$ cat src/sfpe_pkg.sv
package sfpe_pkg;
   // opcodes, shifted in msb first
   localparam logic [7:0] OP_SILICON_ID = 8'hAB;
   localparam logic [7:0] OP_DEVICE_ID = 8'h9F;
   localparam logic [7:0] OP_PAGE_PROG = 8'h02;
   localparam logic [7:0] OP_BULK_ERASE = 8'hC7;
   localparam logic [7:0] OP_SECTOR_ERASE = 8'hD8;
   // capacity variants
   localparam logic [2:0] VAR_1M = 3'h0;
   localparam logic [2:0] VAR_4M = 3'h1;
   localparam logic [2:0] VAR_16M = 3'h2;
   localparam logic [2:0] VAR_64M = 3'h3;
   localparam logic [2:0] VAR_128M = 3'h4;
   // frame bit counts
   localparam logic [5:0] CNT_OPCODE_END = 6'h08;
   localparam logic [5:0] CNT_DID_END = 6'h18;
   localparam logic [5:0] CNT_ADDR_END = 6'h20;
   localparam logic [5:0] CNT_DATA_START = 6'h28;
   localparam int STAT_WIP_BIT = 0;
   localparam int STAT_WEL_BIT = 1;
   localparam logic [7:0] PAGE_LAST = 8'hFF;
   // self-timed cycle maxima and clock rate
   localparam longint CLK_KHZ = 40000;
   localparam longint T_WB_US = 5000;
   localparam longint T_ES_MS = 3000;
   localparam longint T_ES_128_MS = 6000;
   localparam longint T_EB_1M_MS = 6000;
   localparam longint T_EB_4M_MS = 10000;
   localparam longint T_EB_16M_MS = 40000;
   localparam longint T_EB_64M_MS = 160000;
   localparam longint T_EB_128M_MS = 250000;
   localparam longint PROG_CYC = T_WB_US * CLK_KHZ / 1000;
   localparam longint SECT_CYC = T_ES_MS * CLK_KHZ;
   localparam longint BULK_CYC = T_EB_64M_MS * CLK_KHZ;

   function automatic logic [23:0] addr_keep(input logic [2:0] v);
      case (v)
         VAR_1M: addr_keep = 24'h01FFFF;
         VAR_4M: addr_keep = 24'h07FFFF;
         VAR_16M: addr_keep = 24'h1FFFFF;
         VAR_64M: addr_keep = 24'h7FFFFF;
         default: addr_keep = 24'hFFFFFF;
      endcase
   endfunction

   typedef struct packed {
      logic cs;
      logic sck;
      logic si;
   } sfpe_pins_type;

   typedef struct packed {
      logic [23:0] addr;
      logic [7:0] data;
   } sfpe_mem_wr_type;

   typedef enum logic [1:0] {
      ST_IDLE = 2'b00,
      ST_DRAIN = 2'b01,
      ST_TIMED = 2'b10
   } sfpe_state_type;
endpackage

$ cat src/sfpe_flash_seq.sv
`timescale 1ns/1ps
module sfpe_fifo #(
   parameter int WIDTH = 32,
   parameter int DEPTH = 32
) (
   input wire logic i_clk,
   input wire logic i_rst,
   input wire logic i_in_valid,
   output logic o_in_ready,
   input wire logic [WIDTH-1:0] i_in_data,
   output logic o_out_valid,
   input wire logic i_out_ready,
   output logic [WIDTH-1:0] o_out_data
);
   localparam int AW = $clog2(DEPTH);
   logic [WIDTH-1:0] mem [DEPTH];
   logic [AW:0] wp_q, rp_q;

   if (DEPTH < 2 || (1 << AW) != DEPTH) begin : g_chk
      $error("fifo depth must be a power of two");
   end

   assign o_in_ready = (wp_q - rp_q) != (AW + 1)'(DEPTH);
   assign o_out_valid = wp_q != rp_q;
   assign o_out_data = mem[rp_q[AW-1:0]];

   always_ff @(posedge i_clk) begin
      if (i_in_valid && o_in_ready) begin
         mem[wp_q[AW-1:0]] <= i_in_data;
      end
   end

   always_ff @(posedge i_clk) begin
      if (i_rst) begin
         wp_q <= '0;
         rp_q <= '0;
      end else begin
         if (i_in_valid && o_in_ready) begin
            wp_q <= wp_q + 1'b1;
         end
         if (o_out_valid && i_out_ready) begin
            rp_q <= rp_q + 1'b1;
         end
      end
   end
endmodule

// What this block does
// silicon id opcode 0xAB answered only by the four smaller variants
// id commands arriving during a program or erase cycle are ignored
// after opcode and three dummy bytes, 8-bit id leaves on falling edges
// id repeats while select stays low; select rise ends it
// device id opcode 0x9F, largest variant only, two dummy bytes, 16-bit id
// page program opcode 0x02 needs the write enable latch set first
// controller keeps select low over opcode, address and data bytes
// data past page end wraps to the start of the same page
// beyond 256 bytes only the last 256 are programmed
// fewer bytes program only their addresses, rest of page untouched
// select must rise on a byte boundary or program is dropped
// write enable latch cleared before each program completes
// program cycle starts at select rise; busy flag high until done
// controller erases target bytes to 0xFF before programming; the testbench programs its pages without erasing them first
// bulk erase opcode 0xC7 sets all bits, needs write enable latch
// bulk erase only when select rises right after the opcode
// bulk erase holds busy flag then clears it; latch cleared
// sector erase 0xD8 plus address erases that whole sector
// sector erase starts at select rise, busy flag, latch cleared
// upper address bits ignored according to capacity
// controller sends raw image bytes lsb first
// busy flag is status bit 0, readable at any time
// program and erase ignored while the write enable latch is clear
// bits taken on shift clock rise; counter cleared while select high
module sfpe_flash_seq
   import sfpe_pkg::*;
#(
   parameter logic [2:0] VARIANT = VAR_64M,
   parameter logic [7:0] SILICON_ID = 8'h5A, // arbitrary value
   parameter logic [15:0] DEVICE_ID = 16'hA55A, // arbitrary value
   parameter int SECTOR_BITS = 16,
   parameter int FIFO_DEPTH = 32,
   parameter logic [35:0] PROG_CYCLES = 36'(PROG_CYC),
   parameter logic [35:0] SECT_CYCLES = 36'(SECT_CYC),
   parameter logic [35:0] BULK_CYCLES = 36'(BULK_CYC)
) (
   // clock and reset
   input wire logic I_CORE_CLK,
   input wire logic I_SYS_RST,
   // serial link
   input wire logic I_CHIP_SELECT_LOW,
   input wire logic I_SHIFT_CLOCK,
   input wire logic I_SERIAL_INPUT,
   output logic O_SERIAL_DATA,
   output logic O_SERIAL_DATA_OE_N,
   // latch set from the write enable decoder and status
   input wire logic I_WRITE_ENABLE_SET,
   output logic [7:0] O_STATUS,
   // array port
   output logic O_MEM_WR_VALID,
   input wire logic I_MEM_WR_READY,
   output logic [23:0] O_MEM_WR_ADDR,
   output logic [7:0] O_MEM_WR_DATA,
   output logic O_ERASE_SECTOR,
   output logic O_ERASE_BULK,
   output logic [23:0] O_ERASE_ADDR
);
   localparam logic [23:0] KEEP = addr_keep(VARIANT);
   localparam logic [23:0] SECT_LOW = 24'((longint'(1) << SECTOR_BITS) - 1);
   localparam bit IS_BIG = (VARIANT == VAR_128M);

   if (VARIANT > VAR_128M || SECTOR_BITS < 8 || SECTOR_BITS > 23) begin : g_chk
      $error("unsupported variant or sector size");
   end

   sfpe_pins_type s1_q, s2_q;
   logic sck_prev_q, cs_prev_q;
   logic [5:0] cnt_q;
   logic [2:0] ph_q;
   logic [7:0] sh_q, op_q, ptr_q, idx_q;
   logic [23:0] addr_q, base_q;
   logic got_data_q, wel_q, wip_q, id_act_q;
   logic [3:0] id_idx_q;
   logic [7:0] page_mem [256];
   logic [255:0] mask_q;
   logic [35:0] timer_q;
   sfpe_state_type state_q;
   sfpe_mem_wr_type fifo_in, fifo_out;
   logic fifo_in_ready, fifo_out_valid, fifo_out_ready;

   // first stage is read only by the second
   always_ff @(posedge I_CORE_CLK) begin
      if (I_SYS_RST) begin
         s1_q <= '{cs: 1'b1, sck: 1'b0, si: 1'b0};
         s2_q <= '{cs: 1'b1, sck: 1'b0, si: 1'b0};
         sck_prev_q <= 1'b0;
         cs_prev_q <= 1'b1;
      end else begin
         s1_q <= '{cs: I_CHIP_SELECT_LOW, sck: I_SHIFT_CLOCK, si: I_SERIAL_INPUT};
         s2_q <= s1_q;
         sck_prev_q <= s2_q.sck;
         cs_prev_q <= s2_q.cs;
      end
   end

   wire sck_rise = !s2_q.cs && s2_q.sck && !sck_prev_q;
   wire sck_fall = !s2_q.cs && !s2_q.sck && sck_prev_q;
   wire cs_rise = s2_q.cs && !cs_prev_q;
   wire [7:0] byte_d = {sh_q[6:0], s2_q.si};
   wire byte_done = sck_rise && ph_q == 3'h7;
   wire page_wr = byte_done && cnt_q >= CNT_DATA_START - 6'h01 && op_q == OP_PAGE_PROG && !wip_q;
   wire ok_go = cs_rise && wel_q && !wip_q;
   wire prog_go = ok_go && op_q == OP_PAGE_PROG && got_data_q && ph_q == 3'h0;
   wire sect_go = ok_go && op_q == OP_SECTOR_ERASE && cnt_q == CNT_ADDR_END;
   wire bulk_go = ok_go && op_q == OP_BULK_ERASE && cnt_q == CNT_OPCODE_END;
   wire id_start = sck_rise && !wip_q &&
      ((!IS_BIG && op_q == OP_SILICON_ID && cnt_q == CNT_ADDR_END - 6'h01) ||
       (IS_BIG && op_q == OP_DEVICE_ID && cnt_q == CNT_DID_END - 6'h01));
   wire [15:0] id_word = IS_BIG ? DEVICE_ID : {SILICON_ID, SILICON_ID};

   // frame bit counter, saturating once data bytes begin
   always_ff @(posedge I_CORE_CLK) begin
      if (I_SYS_RST || s2_q.cs) begin
         cnt_q <= '0;
         ph_q <= '0;
      end else if (sck_rise) begin
         ph_q <= ph_q + 3'h1;
         if (cnt_q != CNT_DATA_START) begin
            cnt_q <= cnt_q + 6'h01;
         end
      end
   end

   always_ff @(posedge I_CORE_CLK) begin
      if (I_SYS_RST) begin
         sh_q <= '0;
         op_q <= '0;
         addr_q <= '0;
         got_data_q <= 1'b0;
      end else begin
         if (sck_rise) begin
            sh_q <= byte_d;
         end
         if (byte_done && cnt_q == CNT_OPCODE_END - 6'h01) begin
            op_q <= byte_d;
            got_data_q <= 1'b0;
         end
         if (byte_done && cnt_q > CNT_OPCODE_END && cnt_q < CNT_ADDR_END) begin
            addr_q <= {addr_q[15:0], byte_d};
         end
         if (page_wr) begin
            got_data_q <= 1'b1;
         end
      end
   end

   // page buffer: wrapping pointer makes later bytes overwrite earlier ones
   always_ff @(posedge I_CORE_CLK) begin
      if (page_wr) begin
         page_mem[ptr_q] <= byte_d;
      end
   end

   always_ff @(posedge I_CORE_CLK) begin
      if (I_SYS_RST) begin
         mask_q <= '0;
         ptr_q <= '0;
      end else if (byte_done && !wip_q) begin
         if (cnt_q == CNT_OPCODE_END - 6'h01) begin
            mask_q <= '0;
         end
         if (cnt_q == CNT_ADDR_END - 6'h01) begin
            ptr_q <= byte_d;
         end
         if (page_wr) begin
            mask_q[ptr_q] <= 1'b1;
            ptr_q <= ptr_q + 8'h01;
         end
      end
   end

   // id shifter runs until select rises
   always_ff @(posedge I_CORE_CLK) begin
      if (I_SYS_RST || s2_q.cs) begin
         id_act_q <= 1'b0;
         id_idx_q <= '0;
         O_SERIAL_DATA <= 1'b0;
         O_SERIAL_DATA_OE_N <= 1'b1;
      end else begin
         if (id_start) begin
            id_act_q <= 1'b1;
         end
         if (id_act_q && sck_fall) begin
            O_SERIAL_DATA <= id_word[4'hF - id_idx_q];
            O_SERIAL_DATA_OE_N <= 1'b0;
            id_idx_q <= id_idx_q + 4'h1;
         end
      end
   end

   always_ff @(posedge I_CORE_CLK) begin
      if (I_SYS_RST || prog_go || sect_go || bulk_go) begin
         wel_q <= 1'b0;
      end else if (I_WRITE_ENABLE_SET && !wip_q) begin
         wel_q <= 1'b1;
      end
   end

   wire step = !mask_q[idx_q] || fifo_in_ready;
   wire drained = !fifo_out_valid && !O_MEM_WR_VALID;

   always_ff @(posedge I_CORE_CLK) begin
      if (I_SYS_RST) begin
         state_q <= ST_IDLE;
         wip_q <= 1'b0;
         timer_q <= '0;
         idx_q <= '0;
         base_q <= '0;
      end else begin
         if (timer_q != '0) begin
            timer_q <= timer_q - 36'h1;
         end
         case (state_q)
            ST_IDLE: begin
               idx_q <= '0;
               base_q <= {addr_q[23:8] & KEEP[23:8], 8'h00};
               if (prog_go) begin
                  state_q <= ST_DRAIN;
                  wip_q <= 1'b1;
                  timer_q <= PROG_CYCLES;
               end else if (sect_go || bulk_go) begin
                  state_q <= ST_TIMED;
                  wip_q <= 1'b1;
                  timer_q <= sect_go ? SECT_CYCLES : BULK_CYCLES;
               end
            end
            ST_DRAIN: begin
               if (step) begin
                  idx_q <= idx_q + 8'h01;
                  if (idx_q == PAGE_LAST) begin
                     state_q <= ST_TIMED;
                  end
               end
            end
            ST_TIMED: begin
               if (timer_q <= 36'h1 && drained) begin
                  state_q <= ST_IDLE;
                  wip_q <= 1'b0;
               end
            end
            default: begin
               state_q <= ST_IDLE;
               wip_q <= 1'b0;
            end
         endcase
      end
   end

   assign fifo_in = '{addr: base_q | {16'h0000, idx_q}, data: page_mem[idx_q]};
   assign fifo_out_ready = !O_MEM_WR_VALID || I_MEM_WR_READY;

   sfpe_fifo #(.WIDTH($bits(sfpe_mem_wr_type)), .DEPTH(FIFO_DEPTH)) u_fifo (
      .i_clk(I_CORE_CLK),
      .i_rst(I_SYS_RST),
      .i_in_valid(state_q == ST_DRAIN && mask_q[idx_q]),
      .o_in_ready(fifo_in_ready),
      .i_in_data(fifo_in),
      .o_out_valid(fifo_out_valid),
      .i_out_ready(fifo_out_ready),
      .o_out_data(fifo_out)
   );

   always_ff @(posedge I_CORE_CLK) begin
      if (I_SYS_RST) begin
         O_MEM_WR_VALID <= 1'b0;
         O_MEM_WR_ADDR <= '0;
         O_MEM_WR_DATA <= '0;
      end else if (fifo_out_ready) begin
         O_MEM_WR_VALID <= fifo_out_valid;
         O_MEM_WR_ADDR <= fifo_out.addr;
         O_MEM_WR_DATA <= fifo_out.data;
      end
   end

   always_ff @(posedge I_CORE_CLK) begin
      if (I_SYS_RST) begin
         O_ERASE_SECTOR <= 1'b0;
         O_ERASE_BULK <= 1'b0;
         O_ERASE_ADDR <= '0;
         O_STATUS <= '0;
      end else begin
         O_ERASE_SECTOR <= sect_go;
         O_ERASE_BULK <= bulk_go;
         O_ERASE_ADDR <= addr_q & KEEP & ~SECT_LOW;
         O_STATUS <= {6'h00, wel_q, wip_q};
      end
   end
endmodule

$ cat config.mk
export PLATFORM = sky130hd
export DESIGN_NAME = sfpe_flash_seq
export DESIGN_NICKNAME = d
export VERILOG_FILES = /design/src/sfpe_pkg.sv /design/src/sfpe_flash_seq.sv
export SDC_FILE = /design/constraint.sdc
export NUM_CORES = 2
export LEC_CHECK = 0
export BUFFER_PORTS_ARGS = -buffer_cell sky130_fd_sc_hd__buf_2
export CORE_MARGIN = 1
export CORE_UTILIZATION = 35
export CTS_CLUSTER_SIZE = 30
export DETAILED_ROUTE_END_ITERATION = 10
export GPL_TIMING_DRIVEN = 0
export REMOVE_ABC_BUFFERS = 1
export SYNTH_ARGS = -nofsm -noshare
export SYNTH_HDL_FRONTEND = slang
export SYNTH_SLANG_ARGS = --single-unit
$ cat constraint.sdc
create_clock -name I_CORE_CLK -period 9.61 [get_ports I_CORE_CLK]
set_clock_uncertainty 0.2 [all_clocks]
set_input_delay 1.4415 -clock I_CORE_CLK [delete_from_list [all_inputs] [get_ports I_CORE_CLK]]
set_output_delay 1.4415 -clock I_CORE_CLK [all_outputs]
set_load 0.01 [all_outputs]
# After elaboration in Yosys (flattened, before gate mapping)
# Memory sizes are Yosys's and may differ from the RTL's. A register that Yosys moved wholly into a read port is not among the register bits.
# Index checks and enable logic that the tools add are counted.
[classes] n_addsub=10 n_lt_le_gt_ge=7 n_eq_ne=19 n_mux=35 bitwise=3 n_reduce_logical=59
[op_table] cell="2-to-1 mux 256 bit" n=4
[op_table] cell="OR 256 bit" n=1
[op_table] cell="2-to-1 mux 36 bit" n=4
[op_table] cell="2-to-1 mux 8 bit" n=5
[op_table] cell="less-or-equal comparator 36 x 1 -> 1 bit, second input constant" n=1
[op_table] cell="nonzero test 36 bit" n=1
[op_table] cell="subtractor 36 x 1 -> 36 bit, second input constant" n=1
[op_table] cell="logical AND 1 bit" n=33
[op_table] cell="2-to-1 mux 33 bit" n=1
[op_table] cell="equality test 8 bit, second input constant" n=4
[op_table] cell="OR 23 x 8 -> 23 bit" n=1
[op_table] cell="adder 6 x 1 -> 6 bit, second input constant" n=3
[op_table] cell="< comparator 8 x 9 -> 1 bit, second input constant" n=2
[op_table] cell="adder 8 x 1 -> 8 bit, second input constant" n=2
[op_table] cell="case mux 8 bit (2 select lines)" n=1
[op_table] cell="!= test 6 bit, second input constant" n=2
[op_table] cell="2-to-1 mux 1 bit" n=11
[op_table] cell="2-to-1 mux 2 bit" n=5
[op_table] cell="binary-select mux 1 bit (select 8 bit)" n=1
[op_table] cell="demux 1 bit (select 8 bit)" n=1
[op_table] cell="equality test 8 x 2 -> 1 bit, second input constant" n=1
[op_table] cell="greater-or-equal comparator 8 x 1 -> 1 bit, second input constant" n=1
[op_table] cell="logical NOT 1 bit" n=8
[op_table] cell="logical OR 1 bit" n=7
[op_table] cell="other kinds (26)" n=32
[word_totals] register_bits=460 mem_bits_rw=3040 rom_bits=16 elab_cells=171 mem_count=3
[mem_list] name="page_mem" depth=256 width=8 read_ports=1 rd_clocked_by_memory_dff=1 write_ports=1 line="sfpe_flash_seq.sv:122" source="logic [7:0] page_mem [256];"
[mem_list] name="u_fifo.mem" depth=32 width=31 read_ports=1 rd_clocked_by_memory_dff=1 write_ports=1 line="sfpe_flash_seq.sv:16" source="logic [WIDTH-1:0] mem [DEPTH];"
[mem_list] name="(no name shown)" depth=16 width=1 read_ports=1 rd_clocked_by_memory_dff=1 write_ports=0 line="sfpe_flash_seq.sv:232" source="O_SERIAL_DATA <= id_word[4'hF - id_idx_q];"

# Depth between registers and ports, before layout
[logic_depth] depth_word=10 depth_mapped=14 mapped_depth_nobuf=11

# Hierarchy
# From an unflattened synthesis, not the netlist that was laid out.
[unflattened] cells_unflattened=6795 area_unflattened_um2=136166.8
[by_module_without_submodules] module="sfpe_flash_seq" instances=1 cells_per_inst=5186 area_each_um2=96351.2
[by_module_without_submodules] module="sfpe_fifo" instances=1 cells_per_inst=1609 area_each_um2=39815.7

# Worst setup path after synthesis
# No wires, ideal clock.
[synth_path] kind="flip-flop to flip-flop" startpoint="reg u_fifo.rp_q[1]" endpoint="mem u_fifo.mem[12][0] in the netlist's numbering, enable pin" setup_time_ns=0.458 t_arrival_ns=5.211 setup_slack_ns=3.741 stages_incl_launch_ff=15 path_buffers=3 synth_period_minus_slack_ns=5.869 cell_sequence="dfxtp_1 clkbuf_1 clkbuf_1 clkbuf_1 inv_1 ha_1 nor2b_1 o21ai_0 a21boi_0 o211a_1 o2111ai_1 nand2b_1 nor2_1 nand2_1 nor3_1"
[synth_between] elab_chain_len=5
[synth_rtl] item="start, declared" line="sfpe_flash_seq.sv:17" source="logic [AW:0] wp_q, rp_q;"
[synth_rtl] item="start signal, assigned" line="sfpe_flash_seq.sv:42" source="rp_q <= rp_q + 1'b1;"
[synth_rtl] item="subtractor 6 bit" line="sfpe_flash_seq.sv:23" source="assign o_in_ready = (wp_q - rp_q) != (AW + 1)'(DEPTH);"
[synth_rtl] item="!= test 6 bit" line="sfpe_flash_seq.sv:23"
[synth_rtl] item="logical AND 1 bit" line="sfpe_flash_seq.sv:28" source="if (i_in_valid && o_in_ready) begin"
[synth_rtl] item="2-to-1 mux 1 bit" line="sfpe_flash_seq.sv:28"
[synth_rtl] item="2-to-1 mux 1 bit (not written as such)" line="sfpe_flash_seq.sv:29" source="mem[wp_q[AW-1:0]] <= i_in_data;"
[synth_rtl] item="end, declared" line="sfpe_flash_seq.sv:16"
# No other way between the ends.

# Final worst setup path
[layout_path] startpoint="reg idx_q[0]" endpoint="mem u_fifo.mem[15][21] in the netlist's numbering, enable pin"
[layout_between] elab_chain_len=6
[layout_rtl] item="start, declared" line="sfpe_flash_seq.sv:118" source="logic [7:0] sh_q, op_q, ptr_q, idx_q;"
[layout_rtl] item="start signal, assigned" line="sfpe_flash_seq.sv:277" source="idx_q <= idx_q + 8'h01;"
[layout_rtl] item="binary-select mux 1 bit (select 8 bit)" line="sfpe_flash_seq.sv:303" source=".i_in_valid(state_q == ST_DRAIN && mask_q[idx_q]),"
[layout_rtl] item="2-to-1 mux 1 bit (not written as such)" line="sfpe_flash_seq.sv:303"
[layout_rtl] item="logical AND 1 bit" line="sfpe_flash_seq.sv:303"
[layout_rtl] item="logical AND 1 bit" line="sfpe_flash_seq.sv:28"
[layout_rtl] item="2-to-1 mux 1 bit" line="sfpe_flash_seq.sv:28"
[layout_rtl] item="2-to-1 mux 1 bit (not written as such)" line="sfpe_flash_seq.sv:29"
# No other way between the ends. The select of a mux whose other input is x is not followed.

==> impl_metrics.py <==
metrics = {
    "status": {
        "status": "finished, final reports clean",
    },
    "timing": {
        "hold_ws_ps": 214,
        "rsz0062_at_grt": "no",
        "final.min_clock_period_ps": 6980,
        "max_freq_mhz": 143,
        "setup_viol": 0,
        "worst_pin_slew_ps": 1370,
        "hold_viol": 0,
        "slew-limit-headroom_pct": 8.99,
        "drv_slew": 0,
        "period_share_pct": 72.6,
    },
    "min_path": {
        "hold_path_class": "reg2reg",
        "min_path_cells": 1,
    },
    "setup_path": {
        "crit_end": "u_fifo.mem[15][21]",
        "rr_startpoint": "idx_q[0]",
        "cp-start-kind": "register",
        "crit_start": "idx_q[0]",
        "required_ps": 9960,
        "endpoint_kind": "register",
        "r2r-end": "u_fifo.mem[15][21]",
        "path_class": "reg2reg",
        "reg2reg_slack_ps": 2630,
        "cp_max_fo": 23,
        "rr_worst_depth": 12,
        "cp_data_arrival_time_ps": 7320,
    },
    "synth": {
        "synth_edf_count": 3040,
        "async_flop_share_pct": 0,
        "synth_flop_cell": "edfxtp_1",
        "synth_most_common_cell": "edfxtp_1",
        "netlist_instances": 6692,
        "synth_top_area_share_pct": 68.0,
        "ys.warnings.count": 0,
        "ys_ff_latch": 3492,
        "syn-cell-area_sq_um": 134000,
        "yosysUniqueCellTypes": 70,
        "yosysSeqAreaShare_pct": 74.7,
        "synthTopCellsByCount": "edfxtp_1 (3040), mux4_2 (1044), nor2_1 (663), dfxtp_1 (452), a21oi_1 (336)",
        "syn_avg_cell_area_sq_um": 20.1,
        "synth_top_area_cell": "edfxtp_1",
        "synth.area.top_cells": "edfxtp_1 (68%), mux4_2 (18%), dfxtp_1 (6.7%)",
    },
    "power_and_ir_drop": {
        "p_per_area_nw_per_um2": 206,
        "power_leakage_nw": 47.3,
        "ir_drop_v": 0.000137,
    },
    "final_layout": {
        "areaGrowthSynthToFinish_pct": 14.7,
        "stdcell_area_sq_um": 154000,
        "layout.nets": 6873,
        "drive_gt1_share_pct": 26.0,
    },
    "detailed_routing": {
        "vias_per_cell": 5.42,
        "wirelength_microns": 329000,
        "dr.first_iter.drc_count": 7091,
        "drc": 0,
        "vias": 65880,
        "drt-pass1-iter-count": 8,
        "routedWlPerCell_microns": 27.0,
        "drtAntennaViolNets": 0,
    },
    "global_route": {
        "grt_util_all_layers_pct": 16.7,
        "grt_pass1_wl_microns": 477000,
        "antenna_found_initial": 11,
        "grt_pass1_vias": 67052,
        "grt_max_degree": 136,
        "grt.overflow.total": 0,
    },
    "clock_network": {
        "clk_pin_slew_ps": 60,
        "root_buffer": "clkbuf_16",
        "hold_buffers": 0,
        "clockBufferDepth": 4,
        "insertion_delay_ps": 900,
        "htreeDepth": 5,
        "postCtsResizedCells": 0,
        "cts_setup_buffers": 0,
        "cts_tree": "yes",
        "cts_sinks": 3492,
        "numCtsBuffers": 339,
    },
    "floorplan": {
        "core_area_sq_um": 382000,
        "row_count": 227,
        "die_w_microns": 621,
        "ios": 76,
        "die_y_microns": 621,
        "die_area_sq_um": 386000,
        "initial_core_util_pct": 35.1,
    },
    "place": {
        "io_buffers": 51,
        "dpl-instance-area_sq_um": 143000,
        "dp_hpwl_microns": 207000,
        "gp_congestion": 0.768,
    },
    "run": {
        "maxCapViolCount": 0,
    },
}
## layout by cell type (no fill, tap or decap), drive strengths merged, types with 6 or more instances in the layout
| master | Yosys | layout |
|---|---|---|
| ha | 24 | 24 |
| clkinv | 0 | 116 |
| nand2 | 253 | 253 |
| o211ai | 6 | 6 |
| buf | 141 | 203 |
| xor2 | 15 | 15 |
| edfxtp | 3040 | 3040 |
| mux4 | 1044 | 1044 |
| and3 | 7 | 7 |
| or4 | 8 | 8 |
| mux2i | 46 | 46 |
| nor2b | 30 | 30 |
| nand3 | 38 | 38 |
| a311oi | 31 | 31 |
| conb | 1 | 24 |
| nand4 | 7 | 7 |
| or3 | 17 | 17 |
| bufinv | 0 | 21 |
| dfxtp | 452 | 452 |
| clkbuf | 276 | 470 |
| o21ai | 29 | 29 |
| nand2b | 12 | 12 |
| nor2 | 663 | 663 |
| nor4 | 17 | 17 |
| or2 | 13 | 13 |
| a22oi | 7 | 7 |
| inv | 31 | 39 |
| nor3 | 29 | 29 |
| a21o | 6 | 6 |
| a21oi | 336 | 336 |
| a31oi | 9 | 9 |
| xnor2 | 33 | 33 |
## cell type report
type | instances | area, sq um
diodes | 1 | 2.50
clock buffers | 470 | 9630
clock inverters | 150 | 1370
fillers | 33220 | 228000
inverters | 31 | 121
multi-input cells | 2775 | 32500
flip-flops and latches | 3492 | 100000
well taps | 5038 | 6300
repair buffers | 203 | 3680
## routing by layer
metal	track usage (%)	vias to the layer above	part of all wire, %
met5	0	-	0.0082
met4	4.91	4	3.1
met3	2.45	547	6.5
met2	27.6	2462	49
met1	23.0	35349	41
li1	-	27518	-
## cells by family (layout without fill, tap and decap cells)
| kind of cell | count (synthesis) | after routing | share of synthesized area [%] |
|---|---|---|---|
| compound gates | 468 | 468 | 2.00 |
| xor+xnor | 48 | 48 | 0.313 |
| fa+ha+maj | 24 | 24 | 0.224 |
| buf+inv | 448 | 854 | 1.33 |
| flops | 3492 | 3492 | 74.7 |
| mux | 1094 | 1094 | 17.9 |
| other cells | 1 | 25 | 0.00279 |
| simple gates | 1117 | 1117 | 3.50 |
## through the flow
step | cells | setup WS [ps] | utilization, % | setup TNS (ps) | total power [mW]
finish | 12160 | 2630 | 40.3 | 0 | 31.7
global placement | 11387 | -25080 | 36.4 | - | 19.0
global route | 12159 | 2360 | 40.3 | 0 | 32.6
CTS | 12159 | 2740 | 40.3 | 0 | 31.9
floorplan | 6298 | -13900 | - | -8243600 | 18.7
detailed placement | 11539 | 2810 | 37.4 | 0 | 18.8
## state kept, by name (all words and copies together), names as in the netlist, 15 cells and up, named ones only
register / count
page_mem: 2048
mask_q: 256
O_MEM_WR_ADDR: 23
timer_q: 36
addr_q: 23
u_fifo.mem: 992
base_q: 15
## where the power goes
group | internal (mW) | leakage [nW] | total, mW | switching, mW
clock network | 7.59 | 5.43 | 13.2 | 5.64
registers | 16.3 | 32.1 | 16.5 | 0.128
logic | 1.05 | 9.79 | 1.96 | 0.910
## worst min path at each step
stage	from	to	slack (ps)
finish	s1_q[2]	s2_q[2]	210
detailed placement	s1_q[2]	s2_q[2]	210
global placement	s1_q[2]	s2_q[2]	210
CTS	s1_q[2]	s2_q[2]	220
floorplan	s1_q[2]	s2_q[2]	190
global route	s1_q[2]	s2_q[2]	240
## critical path: stages (launching register included)
cell and delay [ps]:
dfxtp_4 490, inv_2 890, mux2i_1 400, a32oi_1 240, o21ai_0 370, o31ai_1 840, a32oi_1 600, nor2_1 490
nand2_1 530, nor3_2 870, buf_6 270, buf_6 170, buf_6 150
Power figures use the tool's default switching activity.
